==> src/bus_port_map.svh <==
// Register offsets, field positions, reset values and widths for the
// shared port block. Assumes a plain address/strobe register port.
`ifndef BUS_PORT_MAP_SVH
`define BUS_PORT_MAP_SVH

`define ADDR_PORT_F_DIRECTION 4'h0
`define ADDR_PORT_F_PINS 4'h1
`define ADDR_PORT_F_OUTPUT_LATCH 4'h2
`define ADDR_ANALOG_PIN_CONFIG 4'h3
`define ADDR_MEMORY_BUS_CONTROL 4'h4
`define ADDR_PORT_G_DIRECTION 4'h5
`define ADDR_PORT_G_PINS 4'h6
`define ADDR_PORT_G_OUTPUT_LATCH 4'h7
`define ADDR_CHIP_SELECT_TWO_RANGE 4'h8
`define ADDR_IO_SELECT_RANGE 4'h9

`define RESET_PORT_F_DIRECTION 8'hFF
`define RESET_PORT_F_OUTPUT_LATCH 8'h00
`define RESET_ANALOG_PIN_CONFIG 8'h00
`define RESET_MEMORY_BUS_CONTROL 8'h00
`define RESET_PORT_G_DIRECTION 5'h1F
`define RESET_PORT_G_OUTPUT_LATCH 5'h00
`define RESET_RANGE 8'h00

// Writable bit masks of the mixed-access registers
`define MASK_ANALOG_PIN_CONFIG 8'h3F
`define MASK_MEMORY_BUS_CONTROL 8'hF3

// Field positions in memory_bus_control
`define EXTERNAL_BUS_DISABLE_BIT 7
`define PROGRAM_MEMORY_MODE_BIT 6
`define BUS_WIDTH_MODE_HIGH 1
`define BUS_WIDTH_MODE_LOW 0
`define BUS_WIDTH_SIXTEEN 2'h1
`define BUS_WAIT_HIGH_BIT 5
`define BUS_WAIT_LOW_BIT 4

// Field position in analog_pin_config
`define ANALOG_PIN_SELECT_BIT 0

`endif

==> src/bus_port_pkg.sv <==
// Types shared by the shared port block.
// Assumes the map header supplies all numbers.
package bus_port_pkg;
	typedef enum logic {
		variant_small_type_v,
		variant_large_type_v
	} variant_type;
	typedef logic [7:0] byte_type;
endpackage

==> src/bus_shared_port.sv <==
// Function
// - Second port has five pins with direction, latch and pin read each.
// - Direction bit 1 releases the driver; the pin is an input.
// - Direction bit 0 drives the pin from its output latch.
// - Latch reads return the stored outputs, not pin levels.
// - Second port bits 0-4: address latch, read, low write, high write, byte.
// - External 8-bit execution frees the high write pin as a port pin.
// - Second port is I/O only with bus disabled and internal execution.
// - After reset the second port pins carry bus control functions, the high write pin only with internal execution.
// - First port bits 0-2 are port pins or analog channels.
// - First port bit 3 is port pin or I/O-space chip select.
// - First port bit 4 is port pin, second select, or address bit 16.
// - First port bit 5 is port pin or first chip select.
// - First port bit 6 is port pin or low byte select.
// - First port bit 7 is port pin or high byte select.
// - Byte selects are port pins unless bus width mode is 01.
// - Chip selects are port pins only with their range registers zero.
// - Analog configuration picks analog or digital, analog after reset.
//
// Top of the two shared ports. Assumes the bus controller supplies
// strobe levels and drive enables, and the core reports execution source.
`timescale 1ns/10ps
`default_nettype none
`include "bus_port_map.svh"
module bus_shared_port #(
	parameter bus_port_pkg::variant_type VARIANT =
		bus_port_pkg::variant_large_type_v
) (
	input wire logic i_clk,
	input wire logic i_reset,
	input wire logic [3:0] i_address,
	input wire logic [7:0] i_write_data,
	input wire logic i_write,
	input wire logic i_read,
	output logic [7:0] o_read_data,
	input wire logic i_internal_execution,
	input wire logic i_address_latch_strobe,
	input wire logic i_read_strobe,
	input wire logic i_write_strobe_low,
	input wire logic i_write_strobe_high,
	input wire logic i_byte_address_bit,
	input wire logic i_bus_control_drive,
	input wire logic i_io_space_select,
	input wire logic i_chip_select_one,
	input wire logic i_chip_select_two,
	input wire logic i_address_bit_sixteen,
	input wire logic i_low_byte_strobe,
	input wire logic i_high_byte_strobe,
	input wire logic [7:0] i_port_f_pin,
	output logic [7:0] o_port_f_pin,
	output logic [7:0] o_port_f_pin_oe,
	output logic [2:0] o_analog_pin_enable,
	input wire logic [4:0] i_port_g_pin,
	output logic [4:0] o_port_g_pin,
	output logic [4:0] o_port_g_pin_oe,
	output logic o_external_bus_disable,
	output logic o_program_memory_mode_bit,
	output logic [1:0] o_bus_wait,
	output logic [1:0] o_bus_width_mode
);
	logic [7:0] port_f_direction;
	logic [7:0] port_f_output_latch;
	logic [7:0] analog_pin_config;
	logic [7:0] memory_bus_control;
	logic [4:0] port_g_direction;
	logic [4:0] port_g_output_latch;
	logic [7:0] chip_select_two_range;
	logic [7:0] io_select_range;
	logic [7:0] port_f_sync;
	logic [4:0] port_g_sync;
	logic [7:0] next_read_data;

	// Address decode of the register port
	wire hit_f_dir = i_address == `ADDR_PORT_F_DIRECTION;
	wire hit_f_pins = i_address == `ADDR_PORT_F_PINS;
	wire hit_f_lat = i_address == `ADDR_PORT_F_OUTPUT_LATCH;
	wire hit_analog = i_address == `ADDR_ANALOG_PIN_CONFIG;
	wire hit_mem = i_address == `ADDR_MEMORY_BUS_CONTROL;
	wire hit_g_dir = i_address == `ADDR_PORT_G_DIRECTION;
	wire hit_g_pins = i_address == `ADDR_PORT_G_PINS;
	wire hit_g_lat = i_address == `ADDR_PORT_G_OUTPUT_LATCH;
	wire hit_cs2 = i_address == `ADDR_CHIP_SELECT_TWO_RANGE;
	wire hit_io = i_address == `ADDR_IO_SELECT_RANGE;

	// Pin inputs come from outside the clock domain
	pin_sync #(.WIDTH(8)) sync_f (
		.i_clk(i_clk),
		.i_reset(i_reset),
		.i_async(i_port_f_pin),
		.o_sync(port_f_sync)
	);
	pin_sync #(.WIDTH(5)) sync_g (
		.i_clk(i_clk),
		.i_reset(i_reset),
		.i_async(i_port_g_pin),
		.o_sync(port_g_sync)
	);

	// Mode decode
	wire bus_disabled = memory_bus_control[`EXTERNAL_BUS_DISABLE_BIT];
	wire [1:0] width_mode = memory_bus_control[`BUS_WIDTH_MODE_HIGH:
		`BUS_WIDTH_MODE_LOW];
	wire sixteen_bit = width_mode == `BUS_WIDTH_SIXTEEN;
	// Port pins only when the bus is off and code runs from inside
	wire g_is_io = bus_disabled & i_internal_execution;
	wire g_high_write_free = ~i_internal_execution & ~sixteen_bit;
	wire io_range_zero = io_select_range == 8'h00;
	wire cs2_range_zero = chip_select_two_range == 8'h00;
	// Selects need every relevant range cleared to become port pins
	wire selects_zero = (VARIANT == bus_port_pkg::variant_large_type_v) ?
		(io_range_zero & cs2_range_zero) : io_range_zero;
	// Address bit 16 on the small variant frees like the second port
	wire bit4_bus = (VARIANT == bus_port_pkg::variant_large_type_v) ?
		~selects_zero : ~g_is_io;
	// Analog pins follow the select bit; cleared means analog
	wire digital_pins = analog_pin_config[`ANALOG_PIN_SELECT_BIT];
	wire bit4_level = (VARIANT == bus_port_pkg::variant_large_type_v) ?
		i_chip_select_two : i_address_bit_sixteen;

	// Which bus function owns each first port pin
	wire [7:0] f_bus_owns = {sixteen_bit, sixteen_bit, ~selects_zero,
		bit4_bus, ~selects_zero, 3'h0};
	wire [7:0] f_bus_level = {i_high_byte_strobe, i_low_byte_strobe,
		i_chip_select_one, bit4_level, i_io_space_select, 3'h0};
	wire [4:0] g_bus_level = {i_byte_address_bit, i_write_strobe_high,
		i_write_strobe_low, i_read_strobe, i_address_latch_strobe};
	wire [4:0] g_bus_owns = g_is_io ? 5'h00 :
		{1'b1, ~g_high_write_free, 3'h7};

	// Analog channels hold their drivers off and read as zero
	assign o_analog_pin_enable = {3{~digital_pins}};

	// Analog channels keep the driver off whatever the direction bit says
	wire [7:0] f_direction_eff = port_f_direction |
		{5'h00, {3{~digital_pins}}};

	// Port F bit 0: port pin or analog channel five
	pin_mux mux_f0 (
		.i_bus_owns(f_bus_owns[0]),
		.i_bus_level(f_bus_level[0]),
		.i_bus_drive(1'h1),
		.i_direction(f_direction_eff[0]),
		.i_latch(port_f_output_latch[0]),
		.o_out(o_port_f_pin[0]),
		.o_oe(o_port_f_pin_oe[0])
	);

	// Port F bit 1: port pin or analog channel six
	pin_mux mux_f1 (
		.i_bus_owns(f_bus_owns[1]),
		.i_bus_level(f_bus_level[1]),
		.i_bus_drive(1'h1),
		.i_direction(f_direction_eff[1]),
		.i_latch(port_f_output_latch[1]),
		.o_out(o_port_f_pin[1]),
		.o_oe(o_port_f_pin_oe[1])
	);

	// Port F bit 2: port pin or analog channel seven
	pin_mux mux_f2 (
		.i_bus_owns(f_bus_owns[2]),
		.i_bus_level(f_bus_level[2]),
		.i_bus_drive(1'h1),
		.i_direction(f_direction_eff[2]),
		.i_latch(port_f_output_latch[2]),
		.o_out(o_port_f_pin[2]),
		.o_oe(o_port_f_pin_oe[2])
	);

	// Port F bit 3: port pin or I/O-space select
	pin_mux mux_f3 (
		.i_bus_owns(f_bus_owns[3]),
		.i_bus_level(f_bus_level[3]),
		.i_bus_drive(1'h1),
		.i_direction(f_direction_eff[3]),
		.i_latch(port_f_output_latch[3]),
		.o_out(o_port_f_pin[3]),
		.o_oe(o_port_f_pin_oe[3])
	);

	// Port F bit 4: second select or address bit 16, by variant
	pin_mux mux_f4 (
		.i_bus_owns(f_bus_owns[4]),
		.i_bus_level(f_bus_level[4]),
		.i_bus_drive(1'h1),
		.i_direction(f_direction_eff[4]),
		.i_latch(port_f_output_latch[4]),
		.o_out(o_port_f_pin[4]),
		.o_oe(o_port_f_pin_oe[4])
	);

	// Port F bit 5: port pin or first chip select
	pin_mux mux_f5 (
		.i_bus_owns(f_bus_owns[5]),
		.i_bus_level(f_bus_level[5]),
		.i_bus_drive(1'h1),
		.i_direction(f_direction_eff[5]),
		.i_latch(port_f_output_latch[5]),
		.o_out(o_port_f_pin[5]),
		.o_oe(o_port_f_pin_oe[5])
	);

	// Port F bit 6: port pin or low byte strobe
	pin_mux mux_f6 (
		.i_bus_owns(f_bus_owns[6]),
		.i_bus_level(f_bus_level[6]),
		.i_bus_drive(1'h1),
		.i_direction(f_direction_eff[6]),
		.i_latch(port_f_output_latch[6]),
		.o_out(o_port_f_pin[6]),
		.o_oe(o_port_f_pin_oe[6])
	);

	// Port F bit 7: port pin or high byte strobe
	pin_mux mux_f7 (
		.i_bus_owns(f_bus_owns[7]),
		.i_bus_level(f_bus_level[7]),
		.i_bus_drive(1'h1),
		.i_direction(f_direction_eff[7]),
		.i_latch(port_f_output_latch[7]),
		.o_out(o_port_f_pin[7]),
		.o_oe(o_port_f_pin_oe[7])
	);

	// Port G bit 0: address latch strobe
	pin_mux mux_g0 (
		.i_bus_owns(g_bus_owns[0]),
		.i_bus_level(g_bus_level[0]),
		.i_bus_drive(i_bus_control_drive),
		.i_direction(port_g_direction[0]),
		.i_latch(port_g_output_latch[0]),
		.o_out(o_port_g_pin[0]),
		.o_oe(o_port_g_pin_oe[0])
	);

	// Port G bit 1: read strobe
	pin_mux mux_g1 (
		.i_bus_owns(g_bus_owns[1]),
		.i_bus_level(g_bus_level[1]),
		.i_bus_drive(i_bus_control_drive),
		.i_direction(port_g_direction[1]),
		.i_latch(port_g_output_latch[1]),
		.o_out(o_port_g_pin[1]),
		.o_oe(o_port_g_pin_oe[1])
	);

	// Port G bit 2: low write strobe
	pin_mux mux_g2 (
		.i_bus_owns(g_bus_owns[2]),
		.i_bus_level(g_bus_level[2]),
		.i_bus_drive(i_bus_control_drive),
		.i_direction(port_g_direction[2]),
		.i_latch(port_g_output_latch[2]),
		.o_out(o_port_g_pin[2]),
		.o_oe(o_port_g_pin_oe[2])
	);

	// Port G bit 3: high write strobe, a port pin in 8-bit fetch
	pin_mux mux_g3 (
		.i_bus_owns(g_bus_owns[3]),
		.i_bus_level(g_bus_level[3]),
		.i_bus_drive(i_bus_control_drive),
		.i_direction(port_g_direction[3]),
		.i_latch(port_g_output_latch[3]),
		.o_out(o_port_g_pin[3]),
		.o_oe(o_port_g_pin_oe[3])
	);

	// Port G bit 4: byte address bit
	pin_mux mux_g4 (
		.i_bus_owns(g_bus_owns[4]),
		.i_bus_level(g_bus_level[4]),
		.i_bus_drive(i_bus_control_drive),
		.i_direction(port_g_direction[4]),
		.i_latch(port_g_output_latch[4]),
		.o_out(o_port_g_pin[4]),
		.o_oe(o_port_g_pin_oe[4])
	);

	wire [7:0] f_pin_read = digital_pins ? port_f_sync :
		{port_f_sync[7:3], 3'h0};

	// Read mux; latch registers return stored values, not pins
	always_comb begin
		next_read_data = 8'h00;
		case (i_address)
			`ADDR_PORT_F_DIRECTION: next_read_data = port_f_direction;
			`ADDR_PORT_F_PINS: next_read_data = f_pin_read;
			`ADDR_PORT_F_OUTPUT_LATCH: next_read_data = port_f_output_latch;
			`ADDR_ANALOG_PIN_CONFIG: next_read_data = analog_pin_config;
			`ADDR_MEMORY_BUS_CONTROL: next_read_data = memory_bus_control;
			`ADDR_PORT_G_DIRECTION: next_read_data = {3'h0, port_g_direction};
			`ADDR_PORT_G_PINS: next_read_data = {3'h0, port_g_sync};
			`ADDR_PORT_G_OUTPUT_LATCH:
				next_read_data = {3'h0, port_g_output_latch};
			`ADDR_CHIP_SELECT_TWO_RANGE: next_read_data = chip_select_two_range;
			`ADDR_IO_SELECT_RANGE: next_read_data = io_select_range;
			default: next_read_data = 8'h00;
		endcase
	end

	// Read data stand only in the cycle after the strobe
	always_ff @(posedge i_clk) begin
		if (i_reset)
			o_read_data <= 8'h00;
		else
			o_read_data <= i_read ? next_read_data : 8'h00;
	end

	// First port registers; a pins write lands in the latch
	always_ff @(posedge i_clk) begin
		if (i_reset) begin
			port_f_direction <= `RESET_PORT_F_DIRECTION;
			port_f_output_latch <= `RESET_PORT_F_OUTPUT_LATCH;
			analog_pin_config <= `RESET_ANALOG_PIN_CONFIG;
		end else if (i_write) begin
			if (hit_f_dir)
				port_f_direction <= i_write_data;
			if (hit_f_pins | hit_f_lat)
				port_f_output_latch <= i_write_data;
			if (hit_analog)
				analog_pin_config <= i_write_data & `MASK_ANALOG_PIN_CONFIG;
		end
	end

	// Second port and bus configuration; reset leaves the bus in charge
	always_ff @(posedge i_clk) begin
		if (i_reset) begin
			memory_bus_control <= `RESET_MEMORY_BUS_CONTROL;
			port_g_direction <= `RESET_PORT_G_DIRECTION;
			port_g_output_latch <= `RESET_PORT_G_OUTPUT_LATCH;
			chip_select_two_range <= `RESET_RANGE;
			io_select_range <= `RESET_RANGE;
		end else if (i_write) begin
			if (hit_mem)
				memory_bus_control <= i_write_data & `MASK_MEMORY_BUS_CONTROL;
			if (hit_g_dir)
				port_g_direction <= i_write_data[4:0];
			if (hit_g_pins | hit_g_lat)
				port_g_output_latch <= i_write_data[4:0];
			if (hit_cs2)
				chip_select_two_range <= i_write_data;
			if (hit_io)
				io_select_range <= i_write_data;
		end
	end

	// Bus settings handed to the bus controller
	assign o_external_bus_disable = bus_disabled;
	assign o_program_memory_mode_bit =
		memory_bus_control[`PROGRAM_MEMORY_MODE_BIT];
	assign o_bus_wait =
		memory_bus_control[`BUS_WAIT_HIGH_BIT:`BUS_WAIT_LOW_BIT];
	assign o_bus_width_mode = width_mode;
endmodule
`default_nettype wire

==> src/pin_mux.sv <==
// One shared pin: port function or bus function.
// Assumes the caller decides which function owns the pin.
`timescale 1ns/10ps
`default_nettype none
module pin_mux (
	input wire logic i_bus_owns,
	input wire logic i_bus_level,
	input wire logic i_bus_drive,
	input wire logic i_direction,
	input wire logic i_latch,
	output logic o_out,
	output logic o_oe
);
	// Bus logic overrides direction and latch while it owns the pin
	assign o_out = i_bus_owns ? i_bus_level : i_latch;
	assign o_oe = i_bus_owns ? i_bus_drive : ~i_direction;
endmodule
`default_nettype wire

==> src/pin_sync.sv <==
// Two-flip-flop synchroniser for a group of pin inputs.
// Assumes pins are asynchronous to i_clk.
`timescale 1ns/10ps
`default_nettype none
module pin_sync #(
	parameter int WIDTH = 8
) (
	input wire logic i_clk,
	input wire logic i_reset,
	input wire logic [WIDTH-1:0] i_async,
	output logic [WIDTH-1:0] o_sync
);
	logic [WIDTH-1:0] stage_one;

	// First stage feeds only the second stage
	always_ff @(posedge i_clk) begin
		if (i_reset) begin
			stage_one <= '0;
			o_sync <= '0;
		end else begin
			stage_one <= i_async;
			o_sync <= stage_one;
		end
	end
endmodule
`default_nettype wire

==> config.mk <==
export PLATFORM = sky130hd
export DESIGN_NAME = bus_shared_port
export DESIGN_NICKNAME = d
export VERILOG_FILES = /design/src/bus_port_pkg.sv /design/src/bus_shared_port.sv /design/src/pin_mux.sv /design/src/pin_sync.sv
export VERILOG_INCLUDE_DIRS = /design/src /design/src/src
export SDC_FILE = /design/constraint.sdc
export NUM_CORES = 1
export LEC_CHECK = 0
export BUFFER_PORTS_ARGS = -buffer_cell sky130_fd_sc_hd__buf_4
export CAP_MARGIN = 20
export CORE_UTILIZATION = 40
export CTS_BUF_LIST = sky130_fd_sc_hd__clkbuf_8
export DETAILED_ROUTE_END_ITERATION = 8
export PLACE_DENSITY = 0.61
export SKIP_LAST_GASP = 1
export SLEW_MARGIN = 20
export SYNTH_ARGS = -nofsm -noshare
export SYNTH_HDL_FRONTEND = slang
export SYNTH_SLANG_ARGS = --single-unit
==> constraint.sdc <==
create_clock -name i_clk -period 2.2 [get_ports i_clk]
set_input_delay 0.11 -clock i_clk [delete_from_list [all_inputs] [get_ports i_clk]]
set_output_delay 0.11 -clock i_clk [all_outputs]
set_load 0.01 [all_outputs]
## Word-level counts from Yosys, hierarchy flattened

Cells that the tools add are included.

| word-level totals | value |
|---|---|
| input bits | 42 |
| output and inout port bits | 43 |
| register bits | 88 |
| word-level logic and storage cells | 82 |

| cells by class | value |
|---|---|
| equality and inequality tests | 10 |
| reductions and logical operators | 12 |
| bitwise gates (word level) | 24 |
| muxes and demuxes | 23 |

Operator list:

| operator | number |
|---|---|
| one-hot mux 8 bit (10 select lines) | 1 |
| 2-to-1 mux 1 bit | 20 |
| NOT 1 bit | 18 |
| equality test 4 x 3 -> 1 bit (second input constant) | 4 |
| logical NOT 8 bit | 2 |
| AND reduction 2 bit | 8 |
| equality test 4 x 2 -> 1 bit (second input constant) | 2 |
| equality test 4 bit (second input constant) | 2 |
| OR 8 x 3 -> 8 bit | 1 |
| 2-to-1 mux 5 bit | 1 |
| equality test 4 x 1 -> 1 bit (second input constant) | 1 |
| logical NOT 4 bit | 1 |
| bitwise AND 1 bit | 3 |
| 2-to-1 mux 3 bit | 1 |
| equality test 2 x 1 -> 1 bit (second input constant) | 1 |
| OR 1 bit | 2 |
| OR reduction 2 bit | 1 |

## Depth between registers and ports, before layout

| depth | value |
|---|---|
| depth in word-level cells | 6 |
| mapped depth | 7 |
| depth with buffers taken out | 4 |

## Modules after synthesis

A second synthesis with hierarchy kept.

| second synthesis, totals | value |
|---|---|
| cells, all modules | 405 |
| area, all modules | 4,105.2 sq um |

Modules (own cells, without submodules):

| module | area an instance (sq um) | cells each | seq. area each (sq um) | instances |
|---|---|---|---|---|
| bus_shared_port | 3,004.1 | 313 | 1,241.2 | 1 |
| pin_sync at sync_f | 464.2 | 33 | 320.3 | 1 |
| pin_mux | 28.8 | 3 | 0.0 | 13 |
| pin_sync at sync_g | 262.8 | 20 | 200.2 | 1 |

## Least setup slack after synthesis

OpenSTA, ideal clock, no wires.

| timing path | value |
|---|---|
| kind | flip-flop to output port |
| start point | reg memory_bus_control[1] |
| end point | out o_port_g_pin[3] |
| arrival time | 1.236 ns |
| path slack | 0.854 ns |
| path buffers | 1 |
| required time | 2.090 ns |
| cell stages (with the launch flop) | 5 |
| cell sequence | dfxtp_1 -> nand2b_1 -> mux2i_1 -> mux2_2 -> buf_4 |

| on the way | value |
|---|---|
| word-level cells in the longest chain between the ends | 6 |

Ends and longest elaborated chain:

| element | RTL line | source |
|---|---|---|
| start, declared | bus_shared_port.sv:64 | `logic [7:0] memory_bus_control;` |
| start signal, assigned | bus_shared_port.sv:329 | `` memory_bus_control <= `RESET_MEMORY_BUS_CONTROL; `` |
| start signal, assigned | bus_shared_port.sv:336 | `` memory_bus_control <= i_write_data & `MASK_MEMORY_BUS_CONTROL; `` |
| equality test 2 x 1 -> 1 bit (no line) | -- |  |
| NOT 1 bit | bus_shared_port.sv:106 | `wire g_high_write_free = ~i_internal_execution & ~sixteen_bit;` |
| bitwise AND 1 bit | bus_shared_port.sv:106 |  |
| NOT 1 bit | bus_shared_port.sv:128 | `{1'b1, ~g_high_write_free, 3'h7};` |
| 2-to-1 mux 5 bit | bus_shared_port.sv:127 | `wire [4:0] g_bus_owns = g_is_io ? 5'h00 :` |
| 2-to-1 mux 1 bit | pin_mux.sv:15 | `assign o_out = i_bus_owns ? i_bus_level : i_latch;` |
| end, declared | bus_shared_port.sv:54 | `output logic [4:0] o_port_g_pin,` |

Every way passes these cells.

## Worst setup path in the final report

Same ends and word-level chain as after synthesis.

==> reports/qor.yml <==
worst_setup_path:
  endpoint_kind: "output pin"
  required_ns: 2.09
  worstSetupStartpoint: "memory_bus_control[1]"
  cp_max_fo: 5
  cp_cell_sequence: "nand2b_1 > mux2i_1 > mux2_2 > buf_4"
  path_delay_family: "multiplexers"
  worstPathArrival_ns: 1.86
  critPathKind: "flop to output pin"
  reg2reg_to: "o_read_data[1]"
  rr_worst_depth: 4
  cp.depth: 4
  critPathSlowestCell: "mux2_2"
  r2r-start: "analog_pin_config[0]"
  critPathMaxStageDelay_ns: 0.38
  rrSetupSlack_ns: 0.98
  worstSetupStartpointType: "flop"
  worstPathBufferInverterCount: 1
  crit_path_end: "o_port_g_pin[3]"
synthesis:
  synth_seq_area_share_pct: 43.5
  syn_area_um2: 4050
  yosysUniqueCellTypes: 45
  ys_warn_count: 0
  synth_area_per_cell_um2: 9.33
  synthesis.nets: 476
  synth_cells: 434
  ys_ff_latch: 88
cells_and_area:
  nets: 529
  nFillCells: 946
  layout_common_cells: "dfxtp_1, buf_4, mux2i_1"
  drive_gt1_share_pct: 26.2
  antenna_cells: 0
  multi_input_area_um2: 1940
  areaGrowthSynthToFinish_pct: 19.2
  regArea_um2: 1760
  final_common_cell: "dfxtp_1"
die:
  io_pins: 85
  initial_core_util_pct: 41.4
  die_h_um: 103
  dieArea_um2: 10500
  placement_rows: 36
  core-area_um2: 9770
  die_w_um: 103
min_path:
  hold_class: "primary input to flop"
  hold_path_depth: 3
power_and_ir_drop:
  p_sw_w: 0.000834
  vdd_ir_drop_max_v: 0.000415
  clkPwrFrac_pct: 33.5
  pwr-share-seq_pct: 53.8
  switching_share_pct: 27.1
  powerDensity_nw_per_um2: 637
  p_leak_nw: 2.05
  p_comb_share_pct: 12.6
  internal_power_w: 0.00224
cts:
  clkTransAtPathRegs_ns: 0.09
  clock-root-buffer: "clkbuf_8"
  clkSinkCount: 88
  clk-insertion-delay-late_ns: 0.36
  htree_levels: 3
  cts_buffers: 9
  clockBufferDepth: 2
  cts_tree: "done"
  cts.repair.resized: 0
global_routing:
  grt_usage_pct: 19.0
  first_global_vias: 2870
  grt_overflow: 0
  grt_start_max_net_pins: 48
  antenna_found_initial: 0
  grt_pass1_wl_um: 14900
timing:
  worstMarginPinSlew_ns: 0.650
  period_share_pct: 89.4
  final.min_clock_period_ns: 1.97
  max_clock_freq_mhz: 508
  finClkSkew_ns: 0.00619
  relSlewSlack_pct: 56.3
  setup_slack_ns: 0.232
  finalMaxSlewViolations: 0
  rsz0062_at_grt: "false"
  hold_viol: 0
  tns_ns: 0
  final-setup-viol-count: 0
routing:
  vias_per_cell: 4.99
  avgRoutedWirePerCell_um: 15.8
  finalWirelength_um: 9860
  drt.antenna.violating_nets: 0
  drc_errors: 0
  dr.pass1.iters: 4
  dr_total_vias: 3117
  drt_iter0_markers: 136
placed_design:
  place_hpwl_um: 6860
  io_buffer_count: 83
  dp_slack_ns: 0.475
  place_congestion: 0.814
outcome:
  outcome: "finished, final reports clean"
flow_run:
  drv_cap: 0
timing repair:
| item | in CTS | in global routing |
|---|---|---|
| hold buffers | 12 | 0 |
| hold endpoints to repair | 12 | 0 |
| setup buffers | 0 | 0 |
| endpoints found under the setup margin | 0 | 0 |
final cells by class:
| cell class | count | share of cell area, % |
|---|---|---|
| Multi-Input combinational cell | 287 | 40.2 |
| Sequential cell | 88 | 36.5 |
| Timing Repair Buffer | 99 | 16.0 |
| Tap cell | 133 | 3.45 |
| Clock buffer | 9 | 2.57 |
| Clock inverter | 7 | 1.12 |
| Inverter | 2 | 0.156 |
flip-flops by register name, summed over array words and instances, names as in the netlist, 6 cells and up:
| signal | count |
|---|---|
| memory_bus_control | 6 |
| port_f_direction | 8 |
| sync_f.o_sync | 8 |
| chip_select_two_range | 8 |
| port_f_output_latch | 8 |
| io_select_range | 8 |
| o_read_data | 8 |
| sync_f.stage_one | 8 |
| analog_pin_config | 6 |
worst min-delay path, stage by stage:
cell	delay, ns
buf_4	0.12
nand2_1	0.05
nand3b_1	0.07
synthesized netlist by cell type (all sizes together):
| cell type | number | area share (%) |
|---|---|---|
| and2 | 1 | 0.15 |
| clkbuf | 15 | 1.4 |
| o32a | 1 | 0.25 |
| or2 | 1 | 0.15 |
| nand4 | 1 | 0.15 |
| buf | 42 | 7.0 |
| nor4 | 11 | 2.2 |
| nand3b | 10 | 1.9 |
| mux2 | 18 | 5.0 |
| mux4 | 1 | 0.56 |
| mux2i | 47 | 12 |
| o31a | 1 | 0.22 |
| a22oi | 5 | 0.93 |
| inv | 2 | 0.19 |
| nand2b | 3 | 0.53 |
| a211oi | 1 | 0.19 |
| a221oi | 2 | 0.43 |
| and4 | 1 | 0.22 |
| a32oi | 1 | 0.22 |
| nor3 | 4 | 1.2 |
| nand3 | 10 | 1.2 |
| xnor2 | 1 | 0.22 |
| or3 | 3 | 0.46 |
| nor2 | 43 | 4.0 |
| o21ai | 8 | 0.99 |
| a21o | 1 | 0.19 |
| nor2b | 36 | 5.6 |
| nor3b | 3 | 0.56 |
| and2b | 1 | 0.19 |
| o2111ai | 1 | 0.22 |
| a22o | 2 | 0.43 |
| and3b | 1 | 0.22 |
| a211o | 5 | 1.1 |
| a31oi | 5 | 0.77 |
| or4 | 2 | 0.37 |
| dfxtp | 88 | 44 |
| nand2 | 45 | 4.2 |
| a21oi | 11 | 1.4 |
worst min path at each step:
stage | start | to | slack, ns
floorplan | i_write_data[2] | port_g_direction[2] | 0.23
CTS | i_write_data[5] | port_f_direction[5] | 0.02
global placement | i_port_f_pin[6] | sync_f.stage_one[6] | 0.32
global route | i_port_g_pin[4] | sync_g.stage_one[4] | 0.01
finish | i_write_data[7] | port_f_direction[7] | 0.02
detailed placement | i_port_f_pin[6] | sync_f.stage_one[6] | 0.32
routing by layer:
metal	track usage, %	share of wire [%]	routed length, um
met5	0	0	0
met4	5.05	1.0	102
met3	4.27	3.6	352
met2	31.2	48	4730
met1	25.1	47	4670
cell families (layout without fill, tap and decap cells):
family | Yosys count | after routing | share of synthesized area [%]
simple gates | 176 | 176 | 23.2
xor+xnor | 1 | 1 | 0.216
flops | 88 | 88 | 43.5
buf+inv | 59 | 117 | 8.62
mux | 66 | 66 | 17.2
compound gates | 44 | 44 | 7.26
power groups by stage:
stage | registers [W] | logic, W | clock network [W]
after detailed placement | 0.00169 | 0.000373 | 0
final | 0.00165 | 0.000388 | 0.00103
after global placement | 0.00169 | 0.000370 | 0
after global routing | 0.00166 | 0.000423 | 0.00112
after CTS | 0.00165 | 0.000391 | 0.00105
after floorplan | 0.00168 | 0.000258 | 0
through the flow:
stage | cell area [um2] | hold slack, ns | instances | power (W) | util [%]
6_report | 4820 | 0.0168 | 625 | 0.00307 | 49.4
5_1_grt | 4820 | 0.0144 | 625 | 0.00320 | 49.4
4_1_cts | 4820 | 0.0171 | 625 | 0.00309 | 49.4
3_5_place_dp | 4530 | 0.324 | 597 | 0.00206 | 46.3
3_3_place_gp | 4530 | 0.321 | 597 | 0.00206 | 46.3
2_1_floorplan | 4050 | 0.228 | 434 | 0.00194 | -
(Power assumes the default switching activity.)
